[src/logic/acrsc_pkg.sv]
// Purpose: Constants for the receive cell status and tally block.
// Assumes: Registers are one byte each, one aligned APB word apart.
// Notes: Byte address of a register is four times its index.
package acrsc_pkg;

   // APB address width
   localparam int unsigned ADDR_W = 12;

   // Register indices
   localparam logic [7:0] IDX_RX_CELL_STATUS = 8'h2f;
   localparam logic [7:0] IDX_IDLE_LOW = 8'h30;
   localparam logic [7:0] IDX_IDLE_MID = 8'h31;
   localparam logic [7:0] IDX_IDLE_HIGH = 8'h32;
   localparam logic [7:0] IDX_LOSS_COUNT = 8'h33;
   localparam logic [7:0] IDX_TX_LOW = 8'h34;
   localparam logic [7:0] IDX_TX_MID = 8'h35;
   localparam logic [7:0] IDX_TX_HIGH = 8'h36;
   localparam logic [7:0] IDX_TALLY_CTRL = 8'h3e;

   // Status byte fields
   localparam int unsigned BIT_DELIN_LOST = 7;
   localparam int unsigned BIT_HDR_UNCORR = 6;
   localparam int unsigned BIT_HDR_FIXED = 5;
   localparam int unsigned BIT_VALID = 3;
   localparam int unsigned BIT_IDLE = 2;
   localparam int unsigned BIT_SCREENED = 1;
   localparam int unsigned BIT_GFC = 0;

   // Control byte fields
   localparam int unsigned CTRL_IDLE_EN = 0;
   localparam int unsigned CTRL_TX_EN = 1;
   localparam int unsigned CTRL_LOSS_EN = 2;

   // Widths and reset values
   localparam int unsigned TALLY_W = 19;
   localparam int unsigned LOSS_W = 8;
   localparam logic [7:0] STATUS_RESET = 8'h00;
   localparam logic [7:0] CTRL_RESET = 8'h07;
   localparam logic [7:0] LOSS_RESET = 8'h00;

   // Byte address of a register index
   function automatic logic [ADDR_W-1:0] byte_addr(input logic [7:0] idx);
      byte_addr = {2'b00, idx, 2'b00};
   endfunction

endpackage

[src/logic/acrsc_tally.sv]
// Purpose: 19-bit clear-on-read tally read one byte at a time.
// Assumes: Low byte is read before the middle and high bytes.
// Notes: Low read clears the count and freezes the upper bytes.
`timescale 1ns/1ps
module acrsc_tally import acrsc_pkg::*; #(
   parameter int unsigned W = TALLY_W
) (
   // Clock and reset
   input wire logic i_clk,
   input wire logic i_resetn,
   // Count and read strobes
   input wire logic i_count,
   input wire logic i_take_low,
   input wire logic i_take_mid,
   input wire logic i_take_high,
   // Byte views
   output logic [7:0] o_low,
   output logic [7:0] o_mid,
   output logic [7:0] o_high
);

   logic [W-1:0] count_reg;
   logic [W-1:0] count_next;
   logic [W-9:0] snap_reg;
   logic [W-9:0] snap_next;
   logic [W-1:0] inc_w;

   // Increment that lands on a low read survives the clear
   assign inc_w = {{(W-1){1'b0}}, i_count};
   assign count_next = i_take_low ? inc_w : count_reg + inc_w;

   // Upper bytes frozen on low read, each cleared on its own read
   assign snap_next[7:0] = i_take_low ? count_reg[15:8] :
      (i_take_mid ? 8'h00 : snap_reg[7:0]);
   assign snap_next[W-9:8] = i_take_low ? count_reg[W-1:16] :
      (i_take_high ? {(W-16){1'b0}} : snap_reg[W-9:8]);

   // Count and snapshot storage
   always_ff @(posedge i_clk or negedge i_resetn) begin
      if (!i_resetn) begin
         count_reg <= '0;
         snap_reg <= '0;
      end else begin
         count_reg <= count_next;
         snap_reg <= snap_next;
      end
   end

   // Byte views, reserved high bits as zero
   assign o_low = count_reg[7:0];
   assign o_mid = snap_reg[7:0];
   assign o_high = {{(24-W){1'b0}}, snap_reg[W-9:8]};

endmodule

[src/logic/acrsc_top.sv]
// Purpose: Receive cell status byte and cell tallies over APB.
// Assumes: Event inputs are one-cycle pulses on i_clk.
// Notes: Reads answer with one wait-free access cycle.
//
// The APB slave port was decided locally.
`timescale 1ns/1ps

// Contract
// Status byte clears whenever software reads it
// Status event bits stay set until read
// Bit 7 shows present delineation loss state
// Bit 6 flags uncorrectable header error
// Bit 5 flags corrected header error
// Bit 3 flags valid cell received
// Bit 2 flags idle header match
// Bit 1 flags screening rejection
// Bit 0 flags nonzero flow control field
// Software ignores reserved status bit 4
// 19-bit idle cell tally, three bytes
// 19-bit sent cell tally, three bytes
// 8-bit tally counts delineation losses only
// Each tally byte clears on its read
// Software reads low byte first
// High byte bits 7..3 read zero
// Low read freezes upper bytes consistently
// Coinciding events survive clear-on-read
module acrsc_top import acrsc_pkg::*; (
   // Clock and reset
   input wire logic i_clk,
   input wire logic i_resetn,
   // APB slave
   input wire logic i_psel,
   input wire logic i_penable,
   input wire logic i_pwrite,
   input wire logic [ADDR_W-1:0] i_paddr,
   input wire logic [31:0] i_pwdata,
   input wire logic [3:0] i_pstrb,
   output logic [31:0] o_prdata,
   output logic o_pready,
   output logic o_pslverr,
   // Receive cell conditions
   input wire logic i_delineation_lost,
   input wire logic i_header_error_uncorrectable,
   input wire logic i_header_error_fixed,
   input wire logic i_valid_cell_seen,
   input wire logic i_idle_cell_seen,
   input wire logic i_screened_cell_rejected,
   input wire logic i_flow_control_field_set,
   // Transmit cell event
   input wire logic i_cell_sent
);

   // Bus phase decode
   logic setup;
   logic rd;
   logic wr_commit;
   logic aligned;
   assign setup = i_psel & ~i_penable;
   assign rd = setup & ~i_pwrite;
   assign wr_commit = i_psel & i_penable & o_pready & i_pwrite;
   assign aligned = (i_paddr[1:0] == 2'b00);

   // Register address hits
   logic hit_status;
   logic hit_idle_low;
   logic hit_idle_mid;
   logic hit_idle_high;
   logic hit_loss;
   logic hit_tx_low;
   logic hit_tx_mid;
   logic hit_tx_high;
   logic hit_ctrl;
   logic mapped;
   assign hit_status = (i_paddr == byte_addr(IDX_RX_CELL_STATUS));
   assign hit_idle_low = (i_paddr == byte_addr(IDX_IDLE_LOW));
   assign hit_idle_mid = (i_paddr == byte_addr(IDX_IDLE_MID));
   assign hit_idle_high = (i_paddr == byte_addr(IDX_IDLE_HIGH));
   assign hit_loss = (i_paddr == byte_addr(IDX_LOSS_COUNT));
   assign hit_tx_low = (i_paddr == byte_addr(IDX_TX_LOW));
   assign hit_tx_mid = (i_paddr == byte_addr(IDX_TX_MID));
   assign hit_tx_high = (i_paddr == byte_addr(IDX_TX_HIGH));
   assign hit_ctrl = (i_paddr == byte_addr(IDX_TALLY_CTRL));
   assign mapped = aligned & (hit_status | hit_idle_low | hit_idle_mid |
      hit_idle_high | hit_loss | hit_tx_low | hit_tx_mid | hit_tx_high |
      hit_ctrl);

   // Read side-effect strobes, taken in the setup cycle
   logic rd_status;
   logic rd_idle_low;
   logic rd_idle_mid;
   logic rd_idle_high;
   logic rd_loss;
   logic rd_tx_low;
   logic rd_tx_mid;
   logic rd_tx_high;
   assign rd_status = rd & hit_status;
   assign rd_idle_low = rd & hit_idle_low;
   assign rd_idle_mid = rd & hit_idle_mid;
   assign rd_idle_high = rd & hit_idle_high;
   assign rd_loss = rd & hit_loss;
   assign rd_tx_low = rd & hit_tx_low;
   assign rd_tx_mid = rd & hit_tx_mid;
   assign rd_tx_high = rd & hit_tx_high;

   // Tally control register
   logic [7:0] ctrl_reg;
   logic [7:0] ctrl_next;
   assign ctrl_next = (wr_commit & hit_ctrl & i_pstrb[0]) ?
      i_pwdata[7:0] : ctrl_reg;

   // Status events, reserved bit 4 and live bit 7 never stored
   logic [7:0] status_ev;
   logic [7:0] status_reg;
   logic [7:0] status_next;
   logic [7:0] status_view;
   assign status_ev[BIT_DELIN_LOST] = 1'b0;
   assign status_ev[BIT_HDR_UNCORR] = i_header_error_uncorrectable;
   assign status_ev[BIT_HDR_FIXED] = i_header_error_fixed;
   assign status_ev[4] = 1'b0;
   assign status_ev[BIT_VALID] = i_valid_cell_seen;
   assign status_ev[BIT_IDLE] = i_idle_cell_seen;
   assign status_ev[BIT_SCREENED] = i_screened_cell_rejected;
   assign status_ev[BIT_GFC] = i_flow_control_field_set;

   // Sticky bits, cleared by a read, set wins over clear
   assign status_next = (rd_status ? 8'h00 : status_reg) |
      status_ev;

   // Read view: bit 7 is the live delineation state
   assign status_view = {i_delineation_lost, status_reg[6:0]};

   // Delineation loss tally, counts only the loss edge
   logic delin_prev_reg;
   logic loss_rise;
   logic loss_inc;
   logic [LOSS_W-1:0] loss_reg;
   logic [LOSS_W-1:0] loss_next;
   assign loss_rise = i_delineation_lost & ~delin_prev_reg;
   assign loss_inc = loss_rise & ctrl_reg[CTRL_LOSS_EN];
   assign loss_next = rd_loss ? {{(LOSS_W-1){1'b0}}, loss_inc} :
      loss_reg + {{(LOSS_W-1){1'b0}}, loss_inc};

   // Idle and sent cell tallies
   logic idle_inc;
   logic tx_inc;
   logic [7:0] idle_low;
   logic [7:0] idle_mid;
   logic [7:0] idle_high;
   logic [7:0] tx_low;
   logic [7:0] tx_mid;
   logic [7:0] tx_high;
   assign idle_inc = i_idle_cell_seen & ctrl_reg[CTRL_IDLE_EN];
   assign tx_inc = i_cell_sent & ctrl_reg[CTRL_TX_EN];

   // Idle cell tally bytes
   acrsc_tally #(
      .W(TALLY_W)
   ) u_idle_tally (
      .i_clk(i_clk),
      .i_resetn(i_resetn),
      .i_count(idle_inc),
      .i_take_low(rd_idle_low),
      .i_take_mid(rd_idle_mid),
      .i_take_high(rd_idle_high),
      .o_low(idle_low),
      .o_mid(idle_mid),
      .o_high(idle_high)
   );

   // Sent cell tally bytes
   acrsc_tally #(
      .W(TALLY_W)
   ) u_tx_tally (
      .i_clk(i_clk),
      .i_resetn(i_resetn),
      .i_count(tx_inc),
      .i_take_low(rd_tx_low),
      .i_take_mid(rd_tx_mid),
      .i_take_high(rd_tx_high),
      .o_low(tx_low),
      .o_mid(tx_mid),
      .o_high(tx_high)
   );

   // Read data select
   logic [7:0] rd_byte;
   logic [31:0] prdata_next;
   assign rd_byte = !mapped ? 8'h00 :
      hit_status ? status_view :
      hit_idle_low ? idle_low :
      hit_idle_mid ? idle_mid :
      hit_idle_high ? idle_high :
      hit_loss ? loss_reg :
      hit_tx_low ? tx_low :
      hit_tx_mid ? tx_mid :
      hit_tx_high ? tx_high :
      ctrl_reg;
   assign prdata_next = rd ? {24'h000000, rd_byte} :
      (setup ? 32'h00000000 : o_prdata);

   // Bus answer registers
   always_ff @(posedge i_clk or negedge i_resetn) begin
      if (!i_resetn) begin
         o_prdata <= 32'h00000000;
         o_pready <= 1'b0;
         o_pslverr <= 1'b0;
      end else begin
         o_prdata <= prdata_next;
         o_pready <= setup;
         o_pslverr <= setup & ~mapped;
      end
   end

   // Status, control and loss tally registers
   always_ff @(posedge i_clk or negedge i_resetn) begin
      if (!i_resetn) begin
         status_reg <= STATUS_RESET;
         ctrl_reg <= CTRL_RESET;
         loss_reg <= LOSS_RESET;
         delin_prev_reg <= 1'b0;
      end else begin
         status_reg <= status_next;
         ctrl_reg <= ctrl_next;
         loss_reg <= loss_next;
         delin_prev_reg <= i_delineation_lost;
      end
   end
endmodule
[config.mk]
export PLATFORM = sky130hd
export DESIGN_NAME = acrsc_top
export DESIGN_NICKNAME = d
export VERILOG_FILES = /design/src/logic/acrsc_pkg.sv /design/src/logic/acrsc_tally.sv /design/src/logic/acrsc_top.sv
export SDC_FILE = /design/constraint.sdc
export NUM_CORES = 1
export LEC_CHECK = 0
export ABC_CLOCK_PERIOD_IN_PS = 2200
export BUFFER_PORTS_ARGS = -buffer_cell sky130_fd_sc_hd__buf_2
export CAP_MARGIN = 20
export CORE_ASPECT_RATIO = 0.9
export CORE_UTILIZATION = 50
export CTS_BUF_LIST = sky130_fd_sc_hd__clkbuf_2 sky130_fd_sc_hd__clkbuf_4 sky130_fd_sc_hd__clkbuf_8
export CTS_CLUSTER_DIAMETER = 150
export DETAILED_ROUTE_END_ITERATION = 6
export PLACE_DENSITY = 0.82
export SYNTH_ARGS = -nofsm -noshare
export SYNTH_HDL_FRONTEND = slang
export SYNTH_SLANG_ARGS = --single-unit
[constraint.sdc]
create_clock -name i_clk -period 2.2 [get_ports i_clk]
set_input_delay 0.44 -clock i_clk [delete_from_list [all_inputs] [get_ports i_clk]]
set_output_delay 0.44 -clock i_clk [all_outputs]
set_load 0.05 [all_outputs]
=== After elaboration in Yosys (flattened, before gate mapping) ===
Index checks and enable logic that the tools add are counted.

* Mux-type cells: 23
* Bitwise logic cells: 34
* Equal/unequal tests: 9
* $add $sub $neg: 3
* Reduce and logical (&&, ||, !) cells: 6

{| class="wikitable"
|+ Operators with widths
! cell !! number
|-
| 8-bit 2-to-1 mux || 15
|-
| 12-bit by 8-bit equality test with 1-bit output, second input constant || 9
|-
| 32-bit 2-to-1 mux || 2
|-
| 19-bit by 1-bit adder with 19-bit output || 2
|-
| 19-bit 2-to-1 mux || 2
|-
| 1-bit AND || 21
|-
| 3-bit 2-to-1 mux || 4
|-
| 2-bit nonzero test || 5
|-
| 8-bit by 1-bit adder with 8-bit output || 1
|-
| 1-bit OR || 8
|-
| 8-bit by 7-bit OR with 8-bit output || 1
|-
| 1-bit inverter || 4
|-
| 2-bit logical NOT || 1
|}

* Bits of input ports: 61
* Bits in registers: 119

=== Logic depth before layout (Yosys ltp) ===
Gate-level depths: netlist of the first run.

* Word-level depth: 12
* Gate-level depth with buffers: 8

=== By module ===
Synthesis of the first run repeated with hierarchy kept, for this count alone.

* Cells, all modules: 552
* Area, all modules: 5429.0 um^2

{| class="wikitable"
|+ Modules (own cells, without submodules)
! module !! area an instance (um^2) !! cells an instance !! instances !! sequential area each (um^2)
|-
| acrsc_tally || 1443.9 || 131 || 2 || 750.7
|-
| acrsc_top || 2541.2 || 290 || 1 || 829.5
|}

=== Worst setup path after synthesis of the first run ===
OpenSTA, ideal clock, no wires.

* Kind: reg-to-reg
* Start point: register ctrl_reg[0]
* End point: register u_idle_tally.count_reg[18]
* Stages on the path, launching flop included: 9
* Setup time: 0.121 ns
* Clock period less this slack: 1.910 ns
* Buffers on the path: 0
* Arrival time: 1.789 ns
* Slack: 0.290 ns
* Cell sequence: dfstp_2 and2_1 ha_1 ha_1 nand4_1 nor3_1 nand3_1 xor2_1 nor2_1

* Cells in the longest elaborated chain, start to end: 3

{| class="wikitable"
|+ RTL lines
! what !! RTL line !! RTL
|-
| start, declared || acrsc_top.sv:106 || <nowiki>logic [7:0] ctrl_reg;</nowiki>
|-
| start signal, assigned || acrsc_top.sv:223 || <nowiki>ctrl_reg <= ctrl_next;</nowiki>
|-
| 1-bit AND || acrsc_top.sv:152 || <nowiki>assign idle_inc = i_idle_cell_seen & ctrl_reg[CTRL_IDLE_EN];</nowiki>
|-
| 19-bit by 1-bit adder with 19-bit output || acrsc_tally.sv:30 || <nowiki>assign count_next = i_take_low ? inc_w : count_reg + inc_w;</nowiki>
|-
| 19-bit 2-to-1 mux || acrsc_tally.sv:30 ||
|-
| named net u_idle_tally.count_next[18] || acrsc_tally.sv:23 || <nowiki>logic [W-1:0] count_next;</nowiki>
|-
| end signal, assigned || acrsc_tally.sv:44 || <nowiki>count_reg <= count_next;</nowiki>
|-
| end, declared || acrsc_tally.sv:22 || <nowiki>logic [W-1:0] count_reg;</nowiki>
|}

The timed path passes the listed nets, and every way through them passes these cells.
A chain may end at the register's enable or synchronous reset.

=== Final worst setup path of the first run ===
* Start point: register ctrl_reg[1]
* End point: register u_tx_tally.count_reg[10]

* Cells in the longest elaborated chain, start to end: 3

{| class="wikitable"
|+ RTL lines
! what !! RTL line !! RTL
|-
| 1-bit AND || acrsc_top.sv:153 || <nowiki>assign tx_inc = i_cell_sent & ctrl_reg[CTRL_TX_EN];</nowiki>
|-
| 19-bit by 1-bit adder with 19-bit output || acrsc_tally.sv:30 ||
|-
| 19-bit 2-to-1 mux || acrsc_tally.sv:30 ||
|-
| named net u_tx_tally.count_next[10] || acrsc_tally.sv:23 ||
|-
| end signal, assigned || acrsc_tally.sv:44 ||
|-
| end, declared || acrsc_tally.sv:22 ||
|}

The timed path passes the listed nets, and every way through them passes these cells.

==> flow_summary.toml, run 1 <==
[run_status]
status = "complete, no violations"

[layout]
fin_cells = 699
fillers = 832
post-route-util_pct = 59.3
nets = 635
syn_to_final_growth_pct = 14.2
antenna_cells = 0
drive_above_1_share_pct = 23.4

[worst_setup_path]
cpLargestDelayFamily = "simple AND/OR/NAND/NOR gates"
critPathMaxFanout = 5
crit_arrival_ns = 2.36
path_class = "reg2reg"
crit_chain = "and2_1 > ha_1 > ha_1 > nand4_2 > buf_4 > or3_1 > a21oi_1"
crit_path_frequent_cell = "ha_1"
timing.critical_path.buf_inv = 1
cp_slowest_cell = "dfstp_2"
end_kind = "register"
required_ns = 2.49
startpoint_type = "register"
crit_path_max_incr_delay_ns = 0.56

[floorplan]
io_pins = 95
die_h_um = 97.4
dieArea_um2 = 10500
dieWidth_um = 108
start_util_pct = 51.9
core_um2 = 9740
rows = 34

[power]
peakVddDrop_mv = 0.343
switching_power_uw = 893
comb_power_share_pct = 9.4
swShare_pct = 27.7
p_leak_uw = 0.00272
seqPwrFrac_pct = 53.1
intPower_uw = 2330
clkPwrFrac_pct = 37.5
powerDensity_nw_per_um2 = 558

[cts]
cts_sinks = 93
h-tree-depth = 3
clk_pin_slew_worst_paths_ns = 0.10
clk_latency_ns = 0.37
ctsLongestPathBuffers = 2
cts_tree = "yes"
cts-root-buf = "clkbuf_8"
cts_made_buffers = 9

[synth]
synth_top_area_share_pct = 44.5
synth_edf_count = 0
async_reset_ff_share_pct = 100
synth_flop_cell = "dfrtp_1"
synth_warnings = 0
syn_area_um2 = 5060
synth.largest_area_cell = "dfrtp_1"
synth_cell_type_count = 64
synthTopCellsByArea = "dfrtp_1 45%, a22o_1 4.7%, buf_4 4.2%"
yosysSeqAreaShare_pct = 46.1
postSynthAreaPerCell_um2 = 10.2
synth_cells = 497
ys_seq_elements = 93

[placed_design]
dp.final_hpwl_um = 9390
place_congestion = 0.918
portBuffers = 43
placedCellCount = 681
place_ws_ns = 0.0507

[timing]
setup_tns_ns = 0
slew_viol_final = 0
holdWs_ns = 0.217
period_minus_slack_ns = 2.07
timing.final.ws_setup_ns = 0.135
final.period_utilization_pct = 93.9
fin_skew_ns = 0.0142
timing.fmax_mhz = 484
hold_viol_final = 0
setup_viol = 0

[min_path]
hp-class = "in2reg"

[drt]
firstDrtPassIters = 5
vias = 4142
avgViaCountPerCell = 5.93
wl_um = 12500
drc = 0
drt_first_iter_violations = 311
post_drt_wl_per_cell_um = 17.8
antenna_left = 0

[grt]
grt_max_degree = 50
antenna_found_initial = 0
grt_pass1_vias = 3999
grt_overflow_total = 0
track_usage_pct = 25.5
grt_pass1_wl_um = 20500

[job]
cap_violations = 0
[worst paths after layout]
check / startpoint / endpoint / slack [ns] / cells past startpoint
worst max-delay path: ctrl_reg[1] / u_tx_tally.count_reg[10] / 0.13 / 7
worst min-delay path: i_delineation_lost / delin_prev_reg / 0.22 / 1
worst max register to register: ctrl_reg[1] / u_tx_tally.count_reg[10] / 0.13 / 7
worst min register to register: o_prdata[0] / o_prdata[0] / 0.48 / 2
max in group asynchronous: i_resetn / u_tx_tally.count_reg[11] / 1.10 / 3
min in group asynchronous: i_resetn / o_prdata[7] / 0.49 / 2
[what timing repair did]
item,in CTS,in global routing
hold endpoints to repair,19,0
gates resized for setup,0,4
setup endpoints to repair,0,4
buffers inserted,0,1
hold buffers,1,0
[cell type report]
class | count | area, µm² | area share (%)
Inverter | 9 | 33.8 | 0.585
Timing Repair Buffer | 80 | 536 | 9.27
Clock inverter | 7 | 81.3 | 1.41
Multi-Input combinational cell | 375 | 2510 | 43.5
Tap cell | 126 | 158 | 2.73
Clock buffer | 9 | 124 | 2.14
Sequential cell | 93 | 2330 | 40.3
[power by group through the flow]
stage	Clock (µW)	Combinational, µW	Sequential [µW]
after floorplan	0	205	1750
after global placement	0	296	1750
after detailed placement	0	301	1750
after CTS	1230	304	1710
after global routing	1310	328	1710
final	1210	304	1710
[stage by stage]
step                      total power, µW  area [µm²]
after CTS                            3250        5760
after global routing                 3350        5780
after detailed placement             2050        5540
final                                3230        5780
after global placement               2040        5540
after floorplan                      1960        5150
[cells by family (layout without fill, tap and decap cells)]
| kind of cell | after synthesis | after routing | synth area share, % |
|---|---|---|---|
| AOI/OAI and AO/OA | 109 | 109 | 15.2 |
| adders and majority gates | 6 | 6 | 1.48 |
| muxes | 20 | 20 | 4.35 |
| buffers and inverters | 52 | 105 | 6.18 |
| xor gates and xnor gates | 35 | 35 | 6.06 |
| and+or+nand+nor | 181 | 181 | 20.6 |
| DFF | 93 | 93 | 46.1 |
| other | 1 | 24 | 0.0741 |
[per-layer routing]
layer	track usage, %	wire, µm
met1	36.6	5660
met4	7.48	169
met5	0	0
met2	37.6	5640
met3	6.57	1010
[cells in the mapped netlist, drive strengths merged (9+ instances only)]
master	n
nor2	47
a22oi	9
xor2	22
buf	38
a21oi	14
nand2	30
nor2b	11
nand3	22
a22o	27
dfrtp	90
nand4	15
o21ai	27
xnor2	13
mux2	16
[placed cells by master (no fill, tap or decap), drive strengths merged, types with 8 or more instances in the layout]
cell type,n
dfrtp,90
buf,79
nor2,47
nand2,30
a22o,27
o21ai,27
conb,24
nand3,22
xor2,22
mux2,16
nand4,15
a21oi,14
xnor2,13
nor2b,11
inv,11
a22oi,9
clkbuf,9
o211ai,8
nor3,8
Power figures use the tool's default switching activity.
==> run 2: changes to the inputs <==
--- a/config.mk
+++ b/config.mk
@@ -14,6 +14,7 @@
 export CTS_CLUSTER_DIAMETER = 150
 export DETAILED_ROUTE_END_ITERATION = 6
 export PLACE_DENSITY = 0.82
+export RECOVER_POWER = 50
 export SYNTH_ARGS = -nofsm -noshare
 export SYNTH_HDL_FRONTEND = slang
 export SYNTH_SLANG_ARGS = --single-unit
==> run 2 against run 1 <==
Net effect: utilization shrank 0.23 points; final cell count is the same; die area did not move; global-route usage unchanged; register-to-register slack about the same.
==> flow_summary.toml, run 2 (synthesis gave the netlist of run 1 again) <==
[run_status]
status = "complete, no violations"

[floorplan]
io_pins = 95
dieWidth_um = 108
start_util_pct = 51.9
core_um2 = 9740
dieArea_um2 = 10500
die_h_um = 97.4
rows = 34

[layout]
antenna_cells = 0
nets = 635
drive_above_1_share_pct = 22.5
syn_to_final_growth_pct = 13.7
final_common_cell = "dfrtp_1"
post-route-util_pct = 59.1
final_cell_mix = "90 x dfrtp_1, 47 x nor2_1, 40 x buf_2"

[grt]
grt_pass1_wl_um = 20500
grt_pass1_vias = 3999
track_usage_pct = 25.5
grt_overflow_total = 0
antenna_found_initial = 0
grt_max_degree = 50

[drt]
antenna_left = 0
post_drt_wl_per_cell_um = 17.9
wl_um = 12500
drt_first_iter_violations = 311
vias = 4100
avgViaCountPerCell = 5.87
firstDrtPassIters = 5
drc = 0

[worst_setup_path]
crit_arrival_ns = 2.36
path_class = "reg2reg"
end_kind = "register"
required_ns = 2.49
r2r-start = "ctrl_reg[1]"
critPathMaxFanout = 5
crit_path_start = "ctrl_reg[1]"
startpoint_type = "register"

[power]
finalPower_uw = 3220
powerDensity_nw_per_um2 = 560
p_leak_uw = 0.00270
peakVddDrop_mv = 0.342

[timing]
period_minus_slack_ns = 2.06
timing.fmax_mhz = 485
hold_viol_final = 0
fin_skew_ns = 0.0142
final.period_utilization_pct = 93.8
slew_viol_final = 0
setup_viol = 0
worst-slew-pin-transition_ns = 1.18
worst_slew_margin_rel_pct = 21.2

[cts]
cts-root-buf = "clkbuf_8"
cts_sinks = 93
ctsLongestPathBuffers = 2
cts_tree = "yes"
clk_pin_slew_worst_paths_ns = 0.10
cts_made_buffers = 9
h-tree-depth = 3
clk_latency_ns = 0.37

[min_path]
hp-class = "in2reg"
min-delay-start = "i_delineation_lost"

[placed_design]
portBuffers = 43
dp.final_hpwl_um = 9390
place_congestion = 0.918

[job]
cap_violations = 0
==> run 2: critical path: stages (launching register included) <==
cell     delay [ns]
dfstp_2        0.56
and2_1         0.14
ha_1           0.20
ha_1           0.19
nand4_2        0.18
buf_4          0.21
or3_1          0.34
a21oi_1        0.17
==> run 2: through the flow <==
step           hold slack [ns]  setup TNS (ns)  instance area [µm²]  std cells  setup slack (ns)
2_1_floorplan            0.144               0                 5150        520             0.290
3_3_place_gp             0.344               0                 5540        681            0.0372
3_5_place_dp             0.350               0                 5540        681            0.0507
4_1_cts                  0.200               0                 5760        698             0.109
5_1_grt                  0.194        -0.00397                 5760        699          -0.00397
6_report                 0.225               0                 5760        699             0.137
==> run 2: what timing repair did <==
item,CTS,global route
endpoints found under the setup margin,0,4
buffers inserted,0,1
endpoints found under the hold margin,19,0
gates resized for setup,0,4
hold buffers,1,0
==> run 2: power breakdown <==
part           internal, µW  switching, µW
combinational          71.3            227
sequential             1710           1.25
clock                   546            666
total                  2330            895
==> run 2: final cells by class <==
class,count,area [µm²]
repair buffers,80,513
well taps,126,158
flip-flops and latches,93,2330
multi-input cells,375,2510
fillers,836,3990
inverters,9,33.8
clock buffers,9,124
clock inverters,7,81.3
==> run 2: metal layers <==
layer / vias up / routed length (µm) / track usage [%]
li1: 1893 / - / -
met1: 2012 / 5730 / 36.6
met2: 176 / 5640 / 37.6
met3: 19 / 950 / 6.57
met4: 0 / 186 / 7.48
met5: - / 0 / 0
==> run 2: final timing paths <==
path	cells after the start	slack, ns	endpoint
worst min register to register	2	0.48	o_prdata[0]
worst max-delay path	7	0.14	u_tx_tally.count_reg[10]
min in group asynchronous	2	0.83	status_reg[5]
max in group asynchronous	3	0.33	u_tx_tally.count_reg[11]
worst min-delay path	1	0.23	delin_prev_reg
worst max register to register	7	0.14	u_tx_tally.count_reg[10]
==> run 3: changes to the inputs <==
--- a/config.mk
+++ b/config.mk
@@ -5,15 +5,16 @@
 export SDC_FILE = /design/constraint.sdc
 export NUM_CORES = 1
 export LEC_CHECK = 0
-export ABC_CLOCK_PERIOD_IN_PS = 2200
+export ABC_CLOCK_PERIOD_IN_PS = 2370
 export BUFFER_PORTS_ARGS = -buffer_cell sky130_fd_sc_hd__buf_2
 export CAP_MARGIN = 20
 export CORE_ASPECT_RATIO = 0.9
-export CORE_UTILIZATION = 50
+export CORE_UTILIZATION = 45
 export CTS_BUF_LIST = sky130_fd_sc_hd__clkbuf_2 sky130_fd_sc_hd__clkbuf_4 sky130_fd_sc_hd__clkbuf_8
 export CTS_CLUSTER_DIAMETER = 150
 export DETAILED_ROUTE_END_ITERATION = 6
-export PLACE_DENSITY = 0.82
+export GPL_TIMING_DRIVEN = 0
+export PLACE_DENSITY = 0.76
 export RECOVER_POWER = 50
 export SYNTH_ARGS = -nofsm -noshare
 export SYNTH_HDL_FRONTEND = slang
==> constraint.sdc (replaced) <==
create_clock -name i_clk -period 2.37 [get_ports i_clk]
set_input_delay 0.474 -clock i_clk [delete_from_list [all_inputs] [get_ports i_clk]]
set_output_delay 0.474 -clock i_clk [all_outputs]
set_load 0.05 [all_outputs]
==> run 3 against run 2 <==
Net effect: highest routed layer unchanged; critical endpoint is now u_idle_tally.count_reg[16]; non-clock buffer count up 6; clock skew shrank 0.0060 ns; maximum frequency decreased by 4.7%; largest power group unchanged; routed wire length grew 0.31%; sequential cell count is the same; clock-buffer cell count increased by 4; worst hold slack better by 0.044 ns.
==> flow_summary.toml, run 3 (synthesis gave the netlist of run 1 again) <==
[grt]
grt_max_degree = 71
grt_pass1_wl_um = 20000
antenna_found_initial = 0
track_usage_pct = 22.4
grt_pass1_vias = 3805
grt_overflow_total = 0

[layout]
antenna_cells = 0
drive_above_1_share_pct = 22.1
nets = 641
fillers = 1008
post-route-util_pct = 53.4
ff_latch_area_um2 = 2330
syn_to_final_growth_pct = 14.9
final_common_cell = "dfrtp_1"
multi_input_area_um2 = 2530
final_cell_mix = "90 x dfrtp_1, 47 x nor2_1, 46 x buf_2"

[floorplan]
die_h_um = 103
dieWidth_um = 114
rows = 36
io_pins = 95
dieArea_um2 = 11700
start_util_pct = 46.4
core_um2 = 10900

[drt]
avgViaCountPerCell = 5.55
drc = 0
drt_first_iter_violations = 237
wl_um = 12500
antenna_left = 0
vias = 4060
post_drt_wl_per_cell_um = 17.2
firstDrtPassIters = 5

[timing]
setup_viol = 0
rsz0062_at_grt = "false"
period_minus_slack_ns = 2.17
slew_viol_final = 0
timing.fmax_mhz = 462
fin_skew_ns = 0.00827
hold_viol_final = 0
worst_slew_margin_rel_pct = 1.77
final.period_utilization_pct = 91.4
worst-slew-pin-transition_ns = 1.47

[power]
peakVddDrop_mv = 0.242
p_leak_uw = 0.00274
powerDensity_nw_per_um2 = 530
finalPower_uw = 3080

[job]
cap_violations = 0

[cts]
cts.hold.buffers_added = 0
ctsLongestPathBuffers = 2
h-tree-depth = 3
cts_sinks = 93
cts_tree = "yes"
clk_pin_slew_worst_paths_ns = 0.09
cts_made_buffers = 9
clk_latency_ns = 0.37
cts-root-buf = "clkbuf_8"

[worst_setup_path]
path_class = "reg2reg"
startpoint_type = "register"
required_ns = 2.62
crit_arrival_ns = 2.42
crit_path_max_incr_delay_ns = 0.55
cp_slowest_cell = "dfstp_2"
end_kind = "register"
crit_chain = "and2_1 > ha_1 > ha_1 > nand4_1 > nor3_4 > nand3_1 > xor2_1 > nor2_1"
critPathMaxFanout = 4
crit_path_frequent_cell = "ha_1"

[placed_design]
dp.final_hpwl_um = 9490
portBuffers = 42
place_congestion = 0.943

[min_path]
hp-class = "in2reg"

[run_status]
status = "complete, no violations"
[run 3: layer usage]
metal | GRT usage (%) | up-vias | routed length, µm
li1 | - | 1913 | -
met1 | 31.9 | 1996 | 5890
met2 | 34.9 | 133 | 5780
met3 | 4.29 | 18 | 699
met4 | 6.79 | 0 | 180
met5 | 0 | - | 0
[run 3: where the power goes]
| part | internal [µW] | total (µW) | switching (µW) |
|---|---|---|---|
| combinational | 84.4 | 298 | 213 |
| sequential | 1590 | 1590 | 1.17 |
| clock | 647 | 1190 | 546 |
| total | 2320 | 3080 | 761 |
[run 3: timing repair]
action	4_1_cts	5_1_grt
resized for setup	0	4
buffers inserted	0	0
setup endpoints to repair	0	5
[run 3: stage by stage]
step                      instance area, µm²  TNS (ns)  std cells  hold slack [ns]  setup slack, ns
final                                   5820         0        731            0.269            0.205
after global routing                    5820         0        731            0.252           0.0184
after CTS                               5800         0        731          0.00307          0.00500
after detailed placement                5580    -0.446        715            0.405          -0.0684
after global placement                  5550    -0.506        714            0.460          -0.0783
after floorplan                         5150         0        520            0.178            0.457
[run 3: final timing paths]
path,from,to,slack (ns),cells after the start
worst max-delay path,ctrl_reg[0],u_idle_tally.count_reg[16],0.20,8
worst min-delay path,i_delineation_lost,delin_prev_reg,0.27,1
worst max register to register,ctrl_reg[0],u_idle_tally.count_reg[16],0.20,8
worst min register to register,status_reg[2],status_reg[2],0.48,1
max in group asynchronous,i_resetn,ctrl_reg[2],0.93,2
min in group asynchronous,i_resetn,o_prdata[3],0.45,1
[run 3: critical path: cells and delay by family (launching register included)]
family / cells / cell delay (ns)
simple gates: 5 / 0.88
flops: 1 / 0.55
fa+ha+maj: 2 / 0.46
xor+xnor: 1 / 0.16
[run 3: final cells by class]
type                            instances  share of cell area (%)
Multi-Input combinational cell        375                    43.5
Clock inverter                          3                    1.18
Clock buffer                           13                    2.65
Buffer                                 43                    4.78
Inverter                                9                   0.581
Tap cell                              152                    3.27
Sequential cell                        93                    40.1
Timing Repair Buffer                   43                    3.98
